<file path="config.mk">
export PLATFORM = sky130hd
export DESIGN_NAME = psp_top
export DESIGN_NICKNAME = d
export VERILOG_FILES = /design/src/design/psp_top.v
export VERILOG_INCLUDE_DIRS = /design/src /design/src/design
export SDC_FILE = /design/constraint.sdc
export NUM_CORES = 1
export LEC_CHECK = 0
export ABC_CLOCK_PERIOD_IN_PS = 1460
export BUFFER_PORTS_ARGS = -buffer_cell sky130_fd_sc_hd__buf_2
export CORE_AREA = 3 3 84 86
export CTS_CLUSTER_DIAMETER = 120
export DETAILED_ROUTE_END_ITERATION = 10
export DIE_AREA = 0 0 87 89
export PLACE_DENSITY = 0.78
export SLEW_MARGIN = 0
export SYNTH_ARGS = -nofsm -noshare
export SYNTH_HDL_FRONTEND = slang
export SYNTH_SLANG_ARGS = --single-unit
</file>
<file path="constraint.sdc">
create_clock -name pclk -period 1.46 [get_ports pclk]
set_input_delay 0.219 -clock pclk [delete_from_list [all_inputs] [get_ports pclk]]
set_output_delay 0.219 -clock pclk [all_outputs]
set_load 0.03 [all_outputs]
</file>
<file path="src/design/psp_consts.vh">
// constants and register map for the pin strap and port enable block
`ifndef PSP_CONSTS_VH
`define PSP_CONSTS_VH

// =====================================================
// register map; control register numbers are word indices, the apb byte address is four times the index
`define PSP_IDX_XCTRL 10'h083
`define PSP_IDX_ICTRL 10'h087
`define PSP_IDX_XFMT 10'h092
`define PSP_ADDR_XCTRL {`PSP_IDX_XCTRL, 2'b00}
`define PSP_ADDR_ICTRL {`PSP_IDX_ICTRL, 2'b00}
`define PSP_ADDR_XFMT {`PSP_IDX_XFMT, 2'b00}
`define PSP_ADDR_STRAP 12'h0F0
`define PSP_ADDR_TAPST 12'h0F4

// =====================================================
// fields
`define PSP_XPORT_EN_LSB 0
`define PSP_IPORT_EN_LSB 0
`define PSP_VREF_FORM_LSB 4
`define PSP_XCTRL_RST 32'h0000_0000
`define PSP_ICTRL_RST 32'h0000_0000
`define PSP_XFMT_RST 32'h0000_0000

// =====================================================
// strap decodes
`define PSP_SLV_ADDR_LO 7'h21
`define PSP_SLV_ADDR_HI 7'h20
`define PSP_XTAL_KHZ_LO 16'h6000
`define PSP_XTAL_KHZ_HI 16'h7D6E

// =====================================================
// tap states
`define PSP_TAP_RESET 4'h0
`define PSP_TAP_IDLE 4'h1
`define PSP_TAP_SEL_DR 4'h2
`define PSP_TAP_CAP_DR 4'h3
`define PSP_TAP_SH_DR 4'h4
`define PSP_TAP_EX1_DR 4'h5
`define PSP_TAP_PA_DR 4'h6
`define PSP_TAP_EX2_DR 4'h7
`define PSP_TAP_UP_DR 4'h8
`define PSP_TAP_SEL_IR 4'h9
`define PSP_TAP_CAP_IR 4'hA
`define PSP_TAP_SH_IR 4'hB
`define PSP_TAP_EX1_IR 4'hC
`define PSP_TAP_PA_IR 4'hD
`define PSP_TAP_EX2_IR 4'hE
`define PSP_TAP_UP_IR 4'hF

`endif

</file>
<file path="src/design/psp_top.v">
// pin strap capture, test port and video port output-enable control
`timescale 1ns/10ps
`include "psp_consts.vh"

module psp_top
#(
  parameter XW = 8,
  parameter IW = 8
)
(
  // apb
  input wire pclk,
  input wire presetn,
  input wire psel,
  input wire penable,
  input wire pwrite,
  input wire [11:0] paddr,
  input wire [31:0] pwdata,
  output wire [31:0] prdata,
  output wire pready,
  output wire pslverr,
  // straps
  input wire address_strap_pin_i,
  input wire crystal_select_strap_pin_i,
  output wire address_strap_pin_oe,
  output wire crystal_select_strap_pin_oe,
  output wire strap_pulldown_en,
  output wire [6:0] slave_addr,
  output wire xtal_is_high,
  output wire [15:0] xtal_khz,
  // test port (sampled in pclk domain)
  input wire tck,
  input wire tms,
  input wire tdi,
  input wire trst_n,
  output wire tdo_o,
  output wire tdo_oe,
  output wire test_pullup_en,
  // expansion port
  input wire expansion_port_output_control_pin,
  input wire [XW-1:0] dec_data,
  input wire dec_clk,
  input wire dec_qual,
  input wire dec_ready,
  input wire dec_href,
  input wire dec_vref,
  input wire dec_vsync,
  input wire dec_vgate,
  input wire [XW-1:0] expansion_port_data_pins_i,
  output wire [XW-1:0] expansion_port_data_pins_o,
  output wire [XW-1:0] expansion_port_data_pins_oe,
  output wire expansion_port_clock_pin_o,
  output wire expansion_port_clock_pin_oe,
  output wire expansion_port_qualifier_pin_o,
  output wire expansion_port_qualifier_pin_oe,
  output wire expansion_port_ready_pin_o,
  output wire expansion_port_ready_pin_oe,
  output wire expansion_horizontal_ref_pin_o,
  output wire expansion_horizontal_ref_pin_oe,
  output wire expansion_vertical_ref_pin_o,
  output wire expansion_vertical_ref_pin_oe,
  output wire [XW-1:0] xport_in_data,
  // image port
  input wire image_port_oe_pin,
  input wire [IW-1:0] scl_main,
  input wire [IW-1:0] scl_chroma,
  input wire scl_clk,
  input wire scl_qual,
  output wire [IW-1:0] image_port_main_data_pins_o,
  output wire image_port_main_data_pins_oe,
  output wire [IW-1:0] image_port_chroma_pins_o,
  output wire image_port_chroma_pins_oe,
  output wire image_port_clock_pin_o,
  output wire image_port_clock_pin_oe,
  output wire image_port_qualifier_pin_o,
  output wire image_port_qualifier_pin_oe,
  // oscillator
  input wire xtal_osc,
  output wire aux_oscillator_output
);

  // =====================================================
  // strap capture
  reg in_reset_q;
  reg addr_strap_q;
  reg xtal_strap_q;

  // flag is high in reset and clears at the first edge after release
  always @(posedge pclk or negedge presetn)
  begin
    if (!presetn)
      in_reset_q <= 1'b1;
    else
      in_reset_q <= 1'b0;
  end

  // sample only on the release edge, then freeze so straps may be reused
  always @(posedge pclk or negedge presetn)
  begin
    if (!presetn)
    begin
      addr_strap_q <= 1'b0;
      xtal_strap_q <= 1'b0;
    end
    else if (in_reset_q)
    begin
      addr_strap_q <= address_strap_pin_i;
      xtal_strap_q <= crystal_select_strap_pin_i;
    end
  end

  // straps stay inputs for good; later output use of these pins is not modelled
  assign address_strap_pin_oe = 1'b0;
  assign crystal_select_strap_pin_oe = 1'b0;
  assign strap_pulldown_en = 1'b1; // open pins read low
  assign slave_addr = addr_strap_q ? `PSP_SLV_ADDR_HI : `PSP_SLV_ADDR_LO;
  assign xtal_is_high = xtal_strap_q;
  assign xtal_khz = xtal_strap_q ? `PSP_XTAL_KHZ_HI : `PSP_XTAL_KHZ_LO;

  // =====================================================
  // registers
  // control fields, all zero after reset so every port starts released
  reg [1:0] xport_en_q;
  reg [1:0] iport_en_q;
  reg [1:0] vref_form_q;
  reg [31:0] rdata_q;
  reg slverr_q;
  reg [3:0] tap_q;
  wire wr_en;
  wire rd_setup;
  reg [31:0] rd_mux;
  reg hit;

  // a write lands only at the access edge; no wait states are ever inserted
  assign wr_en = psel && penable && pwrite;
  assign rd_setup = psel && !penable;
  assign pready = 1'b1; // zero wait states
  assign prdata = rdata_q;
  assign pslverr = slverr_q & psel & penable;

  // read mux and decode
  // full-address match, so any alias answers with an error
  always @*
  begin
    rd_mux = 32'h0000_0000;
    hit = 1'b1;
    case (paddr)
      `PSP_ADDR_XCTRL: rd_mux[`PSP_XPORT_EN_LSB+1:`PSP_XPORT_EN_LSB] = xport_en_q;
      `PSP_ADDR_ICTRL: rd_mux[`PSP_IPORT_EN_LSB+1:`PSP_IPORT_EN_LSB] = iport_en_q;
      `PSP_ADDR_XFMT: rd_mux[`PSP_VREF_FORM_LSB+1:`PSP_VREF_FORM_LSB] = vref_form_q;
      `PSP_ADDR_STRAP: rd_mux[1:0] = {xtal_strap_q, addr_strap_q};
      `PSP_ADDR_TAPST: rd_mux[3:0] = tap_q;
      default: hit = 1'b0;
    endcase
  end

  // read data registered in setup so it is stable across access
  always @(posedge pclk or negedge presetn)
  begin
    if (!presetn)
    begin
      rdata_q <= 32'h0000_0000;
      slverr_q <= 1'b0;
    end
    else if (rd_setup)
    begin
      rdata_q <= pwrite ? 32'h0000_0000 : rd_mux;
      slverr_q <= !hit;
    end
  end

  // control writes; straps and tap state are read-only
  always @(posedge pclk or negedge presetn)
  begin
    if (!presetn)
    begin
      xport_en_q <= 2'b00;
      iport_en_q <= 2'b00;
      vref_form_q <= 2'b00;
    end
    else if (wr_en)
    begin
      case (paddr)
        `PSP_ADDR_XCTRL: xport_en_q <= pwdata[`PSP_XPORT_EN_LSB+1:`PSP_XPORT_EN_LSB];
        `PSP_ADDR_ICTRL: iport_en_q <= pwdata[`PSP_IPORT_EN_LSB+1:`PSP_IPORT_EN_LSB];
        `PSP_ADDR_XFMT: vref_form_q <= pwdata[`PSP_VREF_FORM_LSB+1:`PSP_VREF_FORM_LSB];
        default: xport_en_q <= xport_en_q;
      endcase
    end
  end

  // =====================================================
  // test access port, tck edge found in pclk domain
  // tap state is readable on the bus, handy at bring-up
  reg tck_q;
  reg tdo_q;
  reg shift_q;
  reg [3:0] tap_d;
  wire tck_rise;
  wire tck_fall;

  assign tck_rise = tck & ~tck_q;
  assign tck_fall = ~tck & tck_q;
  assign test_pullup_en = 1'b1; // undriven test pins float high

  // standard next-state table
  always @*
  begin
    case (tap_q)
      `PSP_TAP_RESET: tap_d = tms ? `PSP_TAP_RESET : `PSP_TAP_IDLE;
      `PSP_TAP_IDLE: tap_d = tms ? `PSP_TAP_SEL_DR : `PSP_TAP_IDLE;
      `PSP_TAP_SEL_DR: tap_d = tms ? `PSP_TAP_SEL_IR : `PSP_TAP_CAP_DR;
      `PSP_TAP_CAP_DR: tap_d = tms ? `PSP_TAP_EX1_DR : `PSP_TAP_SH_DR;
      `PSP_TAP_SH_DR: tap_d = tms ? `PSP_TAP_EX1_DR : `PSP_TAP_SH_DR;
      `PSP_TAP_EX1_DR: tap_d = tms ? `PSP_TAP_UP_DR : `PSP_TAP_PA_DR;
      `PSP_TAP_PA_DR: tap_d = tms ? `PSP_TAP_EX2_DR : `PSP_TAP_PA_DR;
      `PSP_TAP_EX2_DR: tap_d = tms ? `PSP_TAP_UP_DR : `PSP_TAP_SH_DR;
      `PSP_TAP_UP_DR: tap_d = tms ? `PSP_TAP_SEL_DR : `PSP_TAP_IDLE;
      `PSP_TAP_SEL_IR: tap_d = tms ? `PSP_TAP_RESET : `PSP_TAP_CAP_IR;
      `PSP_TAP_CAP_IR: tap_d = tms ? `PSP_TAP_EX1_IR : `PSP_TAP_SH_IR;
      `PSP_TAP_SH_IR: tap_d = tms ? `PSP_TAP_EX1_IR : `PSP_TAP_SH_IR;
      `PSP_TAP_EX1_IR: tap_d = tms ? `PSP_TAP_UP_IR : `PSP_TAP_PA_IR;
      `PSP_TAP_PA_IR: tap_d = tms ? `PSP_TAP_EX2_IR : `PSP_TAP_PA_IR;
      `PSP_TAP_EX2_IR: tap_d = tms ? `PSP_TAP_UP_IR : `PSP_TAP_SH_IR;
      `PSP_TAP_UP_IR: tap_d = tms ? `PSP_TAP_SEL_DR : `PSP_TAP_IDLE;
      default: tap_d = `PSP_TAP_RESET;
    endcase
  end

  // test reset overrides tck at the next pclk edge, checked before any clocked step
  always @(posedge pclk or negedge presetn)
  begin
    if (!presetn)
    begin
      tck_q <= 1'b1;
      tap_q <= `PSP_TAP_RESET;
      tdo_q <= 1'b0;
      shift_q <= 1'b0;
    end
    else
    begin
      tck_q <= tck;
      if (!trst_n)
      begin
        tap_q <= `PSP_TAP_RESET;
        shift_q <= 1'b0;
      end
      else
      begin
        if (tck_rise)
          tap_q <= tap_d;
        // output changes on every falling tck; its enable is set only while shifting
        if (tck_fall)
        begin
          shift_q <= (tap_q == `PSP_TAP_SH_DR) || (tap_q == `PSP_TAP_SH_IR);
          tdo_q <= tdi; // no scan chain here: bypass behaviour
        end
      end
    end
  end

  // combinational release so test reset frees the pin without a clock
  assign tdo_o = tdo_q;
  assign tdo_oe = shift_q & trst_n;

  // =====================================================
  // expansion port direction
  // 00 inputs, 01 outputs gated by control pin high, 10 gated low, 11 always out
  function port_drive;
    input [1:0] en;
    input pin;
    begin
      case (en)
        2'b00: port_drive = 1'b0;
        2'b01: port_drive = pin;
        2'b10: port_drive = ~pin;
        default: port_drive = 1'b1;
      endcase
    end
  endfunction

  // one direction per port, shared by every pin of that port
  wire x_drv;
  wire i_drv;
  reg xvref_q;

  assign x_drv = port_drive(xport_en_q, expansion_port_output_control_pin);
  assign i_drv = port_drive(iport_en_q, image_port_oe_pin);

  // vertical reference form; registered so the pin comes from a flop
  always @(posedge pclk or negedge presetn)
  begin
    if (!presetn)
      xvref_q <= 1'b0;
    else
    begin
      case (vref_form_q)
        2'b00: xvref_q <= dec_vref;
        2'b01: xvref_q <= dec_vsync;
        2'b10: xvref_q <= dec_vgate;
        default: xvref_q <= ~dec_vref;
      endcase
    end
  end

  // per-bit enables; far side keeps off while x_drv is high
  genvar g;
  generate
    for (g = 0; g < XW; g = g + 1)
    begin : g_xpd
      assign expansion_port_data_pins_oe[g] = x_drv;
    end
  endgenerate

  // decoder sources pass straight out; only the vertical reference is retimed
  assign expansion_port_data_pins_o = dec_data;
  assign expansion_port_clock_pin_o = dec_clk;
  assign expansion_port_clock_pin_oe = x_drv;
  assign expansion_port_qualifier_pin_o = dec_qual;
  assign expansion_port_qualifier_pin_oe = x_drv;
  assign expansion_port_ready_pin_o = dec_ready;
  assign expansion_port_ready_pin_oe = x_drv;
  assign expansion_horizontal_ref_pin_o = dec_href;
  assign expansion_horizontal_ref_pin_oe = x_drv;
  assign expansion_vertical_ref_pin_o = xvref_q;
  assign expansion_vertical_ref_pin_oe = x_drv;
  // input data is masked while we drive, to avoid reading our own output
  assign xport_in_data = x_drv ? {XW{1'b0}} : expansion_port_data_pins_i;

  // =====================================================
  // image port
  // field and pin combine the same way as on the expansion port
  assign image_port_main_data_pins_o = scl_main;
  assign image_port_main_data_pins_oe = i_drv;
  assign image_port_chroma_pins_o = scl_chroma;
  assign image_port_chroma_pins_oe = i_drv;
  assign image_port_clock_pin_o = scl_clk;
  assign image_port_clock_pin_oe = i_drv;
  assign image_port_qualifier_pin_o = scl_qual;
  assign image_port_qualifier_pin_oe = i_drv;

  // oscillator passes straight through; a flop would halve it
  assign aux_oscillator_output = xtal_osc;

endmodule // psp_top

</file>
==> summary.md <==
| Metric | Value |
|---|---|
| Area Overhead vs Synth | 9.80% |
| IO Count | 220 |
| FF-to-FF End | tap_q[0] |
| Slew headroom | 64.1% |
| Largest area contributor in the netlist | buf_4 |
| Pwr Density | 775 nW/µm² |
| Final worst slack | -0.0386 ns |
| Outcome | complete, but fails checks |
| Setup violators final | 21 |
| Dpl hpwl | 3.98 mm |
| Startpoint Class | register |
| Worst-path maximum fanout | 4 |
| Psw | ~600 µW |
| Hold WS | 0.0730 ns |
| Primary FF master, synth | dfrtp_1 |
| Number of port buffers | 85 |
| Storage cell area | 606 µm² |
| Multi-input gate area | 953 µm² |
| Min Clock Period, post-route | around 1.5 ns |
| TritonCTS Buffers | 3 |
| 1st-iter DRT viols | 54 |
| Hold_sp | tck |
| Drt drc | 0 |
| Largest net degree at the start of global routing | 25 |
| Final Max Tran Viols | 0 |
| Synth top cells by count | buf_4, dfrtp_1, nand2_1 |
| Pre-CTS setup slack | -0.117 ns |
| Synth Area in XOR/XNOR | 0.408% |
| Crit path kind | reg -> out |
| Failing checks | setup timing |
| CP Data Required Time | roughly 1.2 ns |
| Die area | 7740 µm² |
| Htree depth | 1 |
| Synthesized area | 2150 µm² |
| Share of flip-flops with an asynchronous set or reset | 100% |
| Total chip power | 1.83 mW |
| Die height | just under 90 µm |
| WHS Path Cells | 1 |
| Synthesis warning total | 0 |
| Synth area leaders | buf_4, dfrtp_1, mux2_2 |
| DIE WIDTH | 87 µm |
| Hold Path Sink | tck_q |
| Reg2reg path depth | 3 |
| Compound-Gate Fraction of Synth Area | 9.80% |
| Layout cells sized above 1 | 44.0% |
| Synth Register Bits | 24 |
| Sw Ratio | 33.5% |
| Core outline area | 6350 µm² |
| Ant diodes | 0 |
| Period utilisation layout | 103% |
| Inst Count DP | approximately 350 |
| Initial core utilization | around a third |
| GR Overflow Total | 0 |
| WL per Instance | 13.8 µm |
| Via Count | 1587 |
| Placer's final routability congestion estimate | 0.814 |
| Worst VDD drop | 0.386 mV |
| Cell variety after synth | slightly above 40 |
| Clock sink total | 24 |
| Gate power share | 29.1% |
| Drt pass-1 iters | 4 |
| Mapped Cells | 245 |
| Fin nets | 382 |
| Leakage | 1.23 nW |
| WP data arrival | 1.28 ns |
| Fmax | 667 MHz |
| Site Rows | 29 |
| Int Power | about 1.2 mW |
| Worst-path clk slew | 0.09 ns |
| Final ANT Viol Nets | 0 |
| Post-Route WL | 4.95 mm |
| Area share of fa/ha/maj cells after synthesis | 0% |
| Syn avg cell area | 8.76 µm² |
| Simple-gate share of the synthesized area | 16.8% |
| Top-count cell post-synth | buf_4 |
| Final std cells w/o fill | 359 |
| Vias/cell | between 4 and 5 |
| Launching point of the worst reg2reg path | tap_q[3] |
| Max-Cap Viols | 0 |
| Post-Route Skew | 0.00416 ns |
| Initial antenna violation count | 0 |
| Worst-Margin Slew | roughly 0.54 ns |
| Seq/Total Area, Yosys | 28.1% |
| First-pass GRT wire length | ~7.1 mm |
| Post-synth top area share | 34.6% |
| Post-synthesis mux area share | 8.16% |
| Clk pwr share | 31.7% |
| Seq pwr share | 39.2% |
| CP endpoint kind | output port |
| Largest family of logic cells by synthesized area | buffers and inverters |
| RSZ-0062 raised after global routing | true |
| Post-synth EDFFs | 0 |
| Min-Delay Path Class | in -> reg |
| Finished Core Util | 37.1% |
| Clk Latency, worst-skew pair | 0.27 ns |
| Reg2reg setup slack | 0.06 ns |
| Fill count | ~660 |
| Bufs on Longest Clock Path | 2 |
| Vias in the first global route | 1460 |
| Root buf cell | clkbuf_8 |
| CTS tree | done |
| Total global-route track usage | 11.7% |
| Hold Vio Cnt, Final | 0 |
## cells in the final DEF (no fill, tap or decap), types with 3 or more instances in the layout
| master | Yosys | final |
|---|---|---|
| buf_4 | 99 | 16 |
| o21ai_0 | 11 | 11 |
| and3_1 | 4 | 4 |
| dfrtp_1 | 22 | 20 |
| nand2_1 | 15 | 15 |
| conb_1 | 2 | 45 |
| nand2b_1 | 4 | 4 |
| buf_2 | 3 | 64 |
| mux2i_1 | 4 | 3 |
| nor2_1 | 8 | 8 |
| and2_4 | 0 | 8 |
| nor2b_1 | 8 | 8 |
| mux2_1 | 4 | 4 |
| mux2_2 | 8 | 8 |
| a21oi_1 | 5 | 5 |
| buf_6 | 0 | 15 |
| clkbuf_8 | 0 | 3 |
## sequential cells by signal, summed over array words and instances (netlist names)
signal / cells
addr_strap_q: 1
expansion_vertical_ref_pin_o: 1
in_reset_q: 1
iport_en_q: 2
prdata: 6
shift_q: 1
slverr_q: 1
tap_q: 4
tck_q: 1
tdo_o: 1
vref_form_q: 2
xport_en_q: 2
xtal_is_high: 1
## per-stage QoR
step	area, µm²	setup TNS (ns)
after floorplan	2310	0
after global placement	2110	-0.472
after detailed placement	2110	-0.615
after CTS	2340	-1.23
after global routing	2360	-2.03
final	2360	-0.503
## power groups by stage
stage / Combinational (mW) / Clock (mW) / Sequential [mW]
floorplan: 0.621 / 0 / 0.738
global placement: 0.492 / 0 / 0.728
detailed placement: 0.497 / 0 / 0.730
CTS: 0.529 / 0.603 / 0.717
global route: 0.569 / 0.622 / 0.723
finish: 0.530 / 0.579 / 0.716
## worst max-delay path: stages (launching register included)
cell,delay (ns)
dfrtp_1,0.40
mux2i_2,0.18
buf_4,0.17
and2_4,0.14
buf_6,0.12
## kinds of logic after synthesis
family	Yosys count
other	2
AO/OA/AOI/OAI	32
AND/OR/NAND/NOR	62
flip-flops	24
multiplexers	16
buffers and inverters	108
XOR/XNOR	1
## worst max-delay path by stage
stage	slack, ns	startpoint	depth (start not counted)	to
CTS	-0.07	xport_en_q[0]	4	xport_in_data[0]
detailed placement	-0.12	paddr[1]	5	vref_form_q[1]
finish	-0.04	xport_en_q[0]	4	xport_in_data[2]
floorplan	0.07	paddr[2]	5	xport_en_q[0]
global placement	-0.11	paddr[7]	5	xport_en_q[1]
global route	-0.11	xport_en_q[1]	4	xport_in_data[7]
## final cells by class
cell class                      count  area share [%]
Sequential cell                    24            25.7
Inverter                            2           0.425
Multi-Input combinational cell    156            40.5
Timing Repair Buffer               96            26.3
Clock buffer                        3            1.75
Tap cell                           77            4.09
Clock inverter                      1            1.27
## layer usage
metal,part of all wire [%],vias up,GRT usage (%)
li1,-,758,-
met1,36,735,13.2
met5,0,-,0
met2,53,88,21.7
met3,11,6,3.78
met4,0.59,0,1.98
## timing repair
action | in CTS | in global routing
buffers inserted | 2 | 0
cloned | 1 | 0
pin swaps | 8 | 0
resized for setup | 46 | 5
hold buffers | 1 | 0
endpoints found under the hold margin | 22 | 0
endpoints found under the setup margin | 21 | 23
Note: power is estimated with default switching activity, not from simulation.
